## config.mk

```make
export PLATFORM = sky130hd
export DESIGN_NAME = smac_rule_eval
export DESIGN_NICKNAME = d
export VERILOG_FILES = /design/src/hdl/smac_rule_eval.v
export VERILOG_INCLUDE_DIRS = /design/src /design/src/hdl
export SDC_FILE = /design/constraint.sdc
export NUM_CORES = 1
export LEC_CHECK = 0
export ABC_AREA = 1
export BUFFER_PORTS_ARGS = -buffer_cell sky130_fd_sc_hd__buf_2
export CORE_AREA = 2 2 39 41
export DETAILED_ROUTE_END_ITERATION = 12
export DIE_AREA = 0 0 41 43
export GPL_TIMING_DRIVEN = 0
export SYNTH_ARGS = -nofsm -noshare
export SYNTH_HDL_FRONTEND = slang
export SYNTH_SLANG_ARGS = --single-unit
```

## constraint.sdc

```tcl
create_clock -name vclk -period 0.8
set_input_delay 0.04 -clock vclk [all_inputs]
set_output_delay 0.04 -clock vclk [all_outputs]
set_load 0.005 [all_outputs]
```

## src/hdl/smac_consts.vh

```
// Purpose: shared constants of the register access checker
// Assumes: 8-bit register addresses, 8-bit register data
// Notes:   address windows of the four register groups are fixed here
`ifndef SMAC_CONSTS_VH
`define SMAC_CONSTS_VH

// cpu privilege modes
`define SMAC_MODE_W 3
`define SMAC_MODE_BOOT 3'h0
`define SMAC_MODE_TEST 3'h1
`define SMAC_MODE_LEGACY 3'h2
`define SMAC_MODE_SYSTEM 3'h3
`define SMAC_MODE_USER 3'h4

// register groups
`define SMAC_GRP_W 3
`define SMAC_GRP_NONE 3'h0
`define SMAC_GRP_CPU 3'h1
`define SMAC_GRP_SEGCFG 3'h2
`define SMAC_GRP_SYSMGMT 3'h3
`define SMAC_GRP_HW 3'h4

// group address windows (inclusive)
`define SMAC_CPU_LO 8'h80
`define SMAC_CPU_HI 8'h9F
`define SMAC_SEGCFG_LO 8'hA0
`define SMAC_SEGCFG_HI 8'hA7
`define SMAC_SYSMGMT_LO 8'hA8
`define SMAC_SYSMGMT_HI 8'hBF
`define SMAC_HW_LO 8'hC0

// individual registers
`define SMAC_ADDR_PSW_UPPER 8'hA8
`define SMAC_ADDR_PROT_A 8'hA9
`define SMAC_ADDR_PROT_B 8'hAA
`define SMAC_ADDR_PROT_C 8'hAB
`define SMAC_ADDR_RANDOM_OUT 8'hC0
`define SMAC_ADDR_SEG_BASE_LO 8'hA0
`define SMAC_ADDR_SEG_BASE_HI 8'hA1
`define SMAC_ADDR_VIOL_STATUS 8'h9E
`define SMAC_ADDR_VIOL_ADDR 8'h9F

// reset values
`define SMAC_SEG_BASE_RST 8'h00
`define SMAC_VIOL_RST 8'h00

// violation status fields
`define SMAC_VIOL_WR_BIT 0
`define SMAC_VIOL_RD_BIT 1

`endif

```

## src/hdl/smac_rule_eval.v

```verilog
// Purpose: decide read and write permission from mode, group and segment rights
// Assumes: segment rights come from the descriptor of the code now executing
// Notes:   combinational; an unknown mode keeps only the cpu group open
`default_nettype none
`include "smac_consts.vh"

module smac_rule_eval (
    input wire [`SMAC_MODE_W-1:0] mode_i,
    input wire [`SMAC_GRP_W-1:0] group_i,
    input wire is_psw_upper_i,
    input wire is_protected_i,
    input wire is_random_out_i,
    input wire seg_rd_ok_i,
    input wire seg_wr_ok_i,
    output reg rd_ok_o,
    output reg wr_ok_o
);

    reg grp_rd;
    reg grp_wr;

    always @* begin
        grp_rd = 1'b0;
        grp_wr = 1'b0;
        case (group_i)
            `SMAC_GRP_CPU: begin
                grp_rd = 1'b1;
                grp_wr = 1'b1;
            end
            `SMAC_GRP_SEGCFG: begin
                // boot and test do not open this group either
                grp_rd = (mode_i == `SMAC_MODE_SYSTEM);
                grp_wr = (mode_i == `SMAC_MODE_SYSTEM);
            end
            `SMAC_GRP_SYSMGMT: begin
                grp_wr = (mode_i == `SMAC_MODE_BOOT) || (mode_i == `SMAC_MODE_TEST) ||
                         (mode_i == `SMAC_MODE_SYSTEM);
                grp_rd = grp_wr || (is_psw_upper_i && ((mode_i == `SMAC_MODE_LEGACY) ||
                                                       (mode_i == `SMAC_MODE_USER)));
            end
            `SMAC_GRP_HW: begin
                case (mode_i)
                    `SMAC_MODE_BOOT, `SMAC_MODE_TEST, `SMAC_MODE_LEGACY, `SMAC_MODE_SYSTEM: begin
                        grp_rd = 1'b1;
                        grp_wr = 1'b1;
                    end
                    `SMAC_MODE_USER: begin
                        grp_rd = seg_rd_ok_i;
                        grp_wr = seg_wr_ok_i;
                    end
                    default: begin
                        grp_rd = 1'b0;
                        grp_wr = 1'b0;
                    end
                endcase
            end
            default: begin
                grp_rd = 1'b0;
                grp_wr = 1'b0;
            end
        endcase
        rd_ok_o = grp_rd && !is_protected_i;
        wr_ok_o = grp_wr && !is_random_out_i;
    end

endmodule // smac_rule_eval
`default_nettype wire

```

==> flow_summary.yaml, run 1 <==
outcome:
  outcome: "finished with violations"
  violations: "negative setup slack"
power_and_ir_drop:
  irDropWorstVdd_mv: 0.131
  p_leak_uw: 0.000156
  power_uw: 119
  power_density_nw_per_um2: 397
die:
  dieArea_um2: 1760
  core_region_area_um2: 1380
  die-height_um: 43
  pin_count: 13
  die_w_um: 41
  num_rows: 14
  initial_core_util: 0.103
drt:
  drc: 0
  vias: 232
  dr.pass1.iters: 4
  viasPerCell: 3.80
  antenna_left: 0
  wl_um: 407
  wl_per_cell_um: 6.67
  drtIter0Drc: 4
timing:
  slew_headroom: 0.851
  period_minus_slack_ns: 0.808
  tightest_slew_ns: 0.222
  setup-violations-final: 1
  worst_slack_ns: -0.00770
  min_period_over_period: 1.01
  max_freq_mhz: 1240
  hold_slack_ns: 0.376
  drv_slew: 0
  timing.final.hold_violations: 0
  rsz0062_at_grt: "yes"
critical_path:
  setup.worst_path.end_class: "primary output"
  cp_max_fo: 5
  criticalPathCategory: "in -> out"
  cp-start-kind: "input pin"
  cp.arrival_ns: 0.77
  cp.required_ns: 0.76
final_layout:
  stdcell_area_um2: 299
  regArea_um2: 0
  fin_util: 0.216
  antenna_cells: 0
  post_layout_nonfiller_instances: 61
  nClkBuffers: 0
  drive_above_1_share: 0.533
  seq_cell_count: 0
  fin_nets: 58
  area_growth_pct: 110
yosys:
  syn-num-nets: 43
  ys_warn_count: 0
  synth-seq-area-share: 0
  synth_compound_area_frac: 0.0351
  synth.mux.area_fraction: 0
  synth_simple_gate_area_frac: 0.754
  syn_area_per_cell_um2: 4.46
  synth_top_family_by_area: "simple AND/OR/NAND/NOR gates"
  syn_inst: 32
  synth.distinct_cells: 9
  synth_xor_area_frac: 0
  yosys.area_share.adder: 0
  synth_area_um2: 143
placement:
  place_hpwl_um: 353
  place_area_um2: 228
  place.port_buffers: 13
  dp_cells: 61
  finalWeightedCongestion: 0.648
run:
  cap_viol_max_count: 0
global_routing:
  antenna_found_initial: 0
  grt_overflow: 0
  grt_pass1_wl_um: 648
  grtUsageTotal: 0.0490
  grt_max_degree: 6
  grt_pass1_vias: 181
worst_hold_path:
  hold_class: "in -> out"
  hold_depth: 5
clock_tree:
  hold_buffers: 0
  cts_setup_buffers: 0
==> report_power, final <==
part	leakage (uW)	total [uW]	internal [uW]	switching, uW
combinational	0.000156	119	64.7	54.2
clock	0	0	0	0
sequential	0	0	0	0
==> per-layer routing <==
metal,global-route usage,up-vias,share of wire
met2,0.0969,6,0.56
met5,0,-,0
li1,-,126,-
met4,0,0,0
met3,0,0,0.071
met1,0.0570,100,0.37
==> metrics by stage <==
step                      worst slack [ns]  setup TNS (ns)
after floorplan                      0.181               0
after global placement             -0.0528         -0.0719
after detailed placement           -0.0658          -0.110
after CTS                          -0.0287         -0.0287
after global routing               -0.0814          -0.155
final                             -0.00770        -0.00770
==> placed cells by master, fill, tap and decap left out <==
cell type  instances
buf_6              3
inv_2              1
buf_4              2
o21ai_1            1
nor3_2             1
buf_8              1
buf_2              7
nand2_1            3
nor2_1             3
nor3_1             1
inv_4              1
and2_1             1
inv_1              5
inv_6              1
or2_0              3
nand3_1            4
nor2_2             2
nand2_2            2
nand3_2            3
==> worst paths after layout <==
check / slack, ns / startpoint / to
worst max-delay path: -0.008 / mode_i[2] / wr_ok_o
worst min-delay path: 0.38 / is_protected_i / rd_ok_o
==> worst max-delay path: stages <==
cell and delay, ns:
buf_8 0.08, inv_6 0.03, or2_0 0.21, nand3_1 0.08, nand3_1 0.06, and2_1 0.15, buf_2 0.12
==> kinds of logic (layout without fill, tap and decap cells) <==
family / after synthesis / count (layout)
compound gates: 1 / 1
buf+inv: 8 / 21
simple gates: 23 / 23
==> synthesized netlist by cell type <==
master	count	share of area
inv_2	1	0.026
nor3_1	2	0.070
and2_1	1	0.044
nand3_1	7	0.25
nor2_1	5	0.13
or2_0	3	0.13
inv_1	7	0.18
o21ai_0	1	0.035
nand2_1	5	0.13
==> timing repair <==
item	CTS	global route
gates cloned	0	0
setup endpoints to repair	2	2
hold endpoints to repair	0	0
pin swaps	1	6
gates resized for setup	5	18
==> cell type report <==
| cell class | count | area (um^2) |
|---|---|---|
| repair buffers | 13 | 98.8 |
| fillers | 163 | 1080 |
| multi-input cells | 24 | 143 |
| inverters | 8 | 37.5 |
| well taps | 16 | 20.0 |
Note: power is estimated with default switching activity, not from simulation.
==> run 2, diff against run 1 <==
--- a/config.mk
+++ b/config.mk
@@ -12,6 +12,7 @@
 export DETAILED_ROUTE_END_ITERATION = 12
 export DIE_AREA = 0 0 41 43
 export GPL_TIMING_DRIVEN = 0
+export REMOVE_ABC_BUFFERS = 1
 export SYNTH_ARGS = -nofsm -noshare
 export SYNTH_HDL_FRONTEND = slang
 export SYNTH_SLANG_ARGS = --single-unit
==> constraint.sdc (replaced) <==
create_clock -name vclk -period 1
set_input_delay 0.05 -clock vclk [all_inputs]
set_output_delay 0.05 -clock vclk [all_outputs]
set_load 0.005 [all_outputs]
==> run 2 against run 1 <==
Compared with the run above: the run now ends clean; first-iteration DRC count shrank 25%; via count decreased by 7.3%; global-route usage shrank 0.60 points; power fell by 44%; final area is 24% lower; cell count is the same; hold slack gained 0.020 ns; count of clock-buffer cells in the layout did not move; combinational power down 44%; utilization decreased by 5.2 points; setup slack better by 0.12 ns.
==> flow_summary.yaml, run 2 (synthesis gave the netlist of run 1 again) <==
timing:
  period_minus_slack_ns: 0.885
  timing.final.hold_violations: 0
  max_freq_mhz: 1130
  slew_headroom: 0.836
  tns_ns: 0
  worst_slack_ns: 0.115
  min_period_over_period: 0.885
  drv_slew: 0
  rsz0062_at_grt: "no"
  tightest_slew_ns: 0.243
  setup-violations-final: 0
drt:
  drtIter0Drc: 3
  viasPerCell: 3.52
  wl_per_cell_um: 5.93
  drc: 0
  antenna_left: 0
  vias: 215
  dr.pass1.iters: 4
  wl_um: 362
power_and_ir_drop:
  power_frac_clock: 0
  power_density_nw_per_um2: 292
  p_leak_uw: 0.000141
  p_int_uw: 33.0
  combPwrFrac: 1.000
  irDropWorstVdd_mv: 0.0791
  switchingPower_uw: 33.4
  p_seq_frac: 0
  p_sw_frac: 0.503
global_routing:
  grt_overflow: 0
  antenna_found_initial: 0
  grt_max_degree: 6
  grt.met1_usage: 0.0538
  grt_pass1_wl_um: 565
  grt.busiest_layer: "met2"
  grtUsageTotal: 0.0430
  use_met3: 0
  grt_pass1_vias: 164
  grtUsageMet2: 0.0813
placement:
  dp_slack_ns: 0.114
  place.port_buffers: 13
  finalWeightedCongestion: 0.648
  place_hpwl_um: 353
clock_tree:
  post_cts_resized: 0
  hold_buffers: 0
  cts_setup_buffers: 0
critical_path:
  cp-start-kind: "input pin"
  critPathCapture: "wr_ok_o"
  criticalPathCategory: "in -> out"
  setup.worst_path.end_class: "primary output"
  crit_start: "group_i[2]"
  cp_max_fo: 3
  cp.required_ns: 0.95
  cp.arrival_ns: 0.84
run:
  cap_viol_max_count: 0
die:
  initial_core_util: 0.103
  dieArea_um2: 1760
  core_region_area_um2: 1380
  pin_count: 13
  die-height_um: 43
  num_rows: 14
  die_w_um: 41
worst_hold_path:
  hold_class: "in -> out"
final_layout:
  fin_nets: 58
  regArea_um2: 0
  drive_above_1_share: 0.311
  final_cell_mix: "buf_2 (13), inv_1 (7), nand3_1 (7)"
  nClkBuffers: 0
  layout_commonest_cell: "buf_2"
  num-fill-cells: 165
  area_growth_pct: 59.6
  seq_cell_count: 0
  antenna_cells: 0
outcome:
  outcome: "complete, no violations"
## run 2: cell count changes in the layout (fill, tap and decap cells not counted), moves of 3 or more
cell     delta
buf_2       +6
buf_6       -3
nand3_1     +3
nand3_2     -3
## run 2: worst min path at each step
stage,from,endpoint,slack [ns],depth (start not counted)
6_report,is_protected_i,rd_ok_o,0.40,5
5_1_grt,is_protected_i,rd_ok_o,0.43,5
4_1_cts,is_protected_i,rd_ok_o,0.40,5
3_5_place_dp,is_protected_i,rd_ok_o,0.40,5
3_3_place_gp,is_protected_i,rd_ok_o,0.39,5
2_1_floorplan,is_protected_i,rd_ok_o,0.20,3
## run 2: per-stage QoR
step                hold slack [ns]  instance area, um^2  power, uW  utilization  cells
global placement              0.389                  228       65.2        0.165     61
CTS                           0.400                  228       67.2        0.165     61
global route                  0.432                  228       76.8        0.165     61
floorplan                     0.202                  143       32.2            -     32
finish                        0.396                  228       66.4        0.165     61
detailed placement            0.400                  228       67.1        0.165     61
## run 2: layout make-up
| cell class | count | area, um^2 | area share |
|---|---|---|---|
| multi-input cells | 24 | 113 | 0.495 |
| repair buffers | 13 | 65.1 | 0.286 |
| inverters | 8 | 30.0 | 0.132 |
| well taps | 16 | 20.0 | 0.0879 |
## run 2: power groups by stage
stage                     clock network (uW)  registers (uW)  logic, uW
after detailed placement                   0               0       67.1
after global routing                       0               0       76.8
after floorplan                            0               0       32.2
after global placement                     0               0       65.2
after CTS                                  0               0       67.2
final                                      0               0       66.4
## run 2: worst max-delay path, stage by stage
cell and delay [ns]:
buf_2 0.10, inv_1 0.08, nand3_1 0.09, or2_0 0.22, nand3_1 0.08, and2_1 0.11
buf_2 0.10
## run 2: per-layer routing
metal,up-vias,share of wire
li1,125,-
met1,84,0.44
met2,6,0.46
met3,0,0.091
met4,0,0
met5,-,0
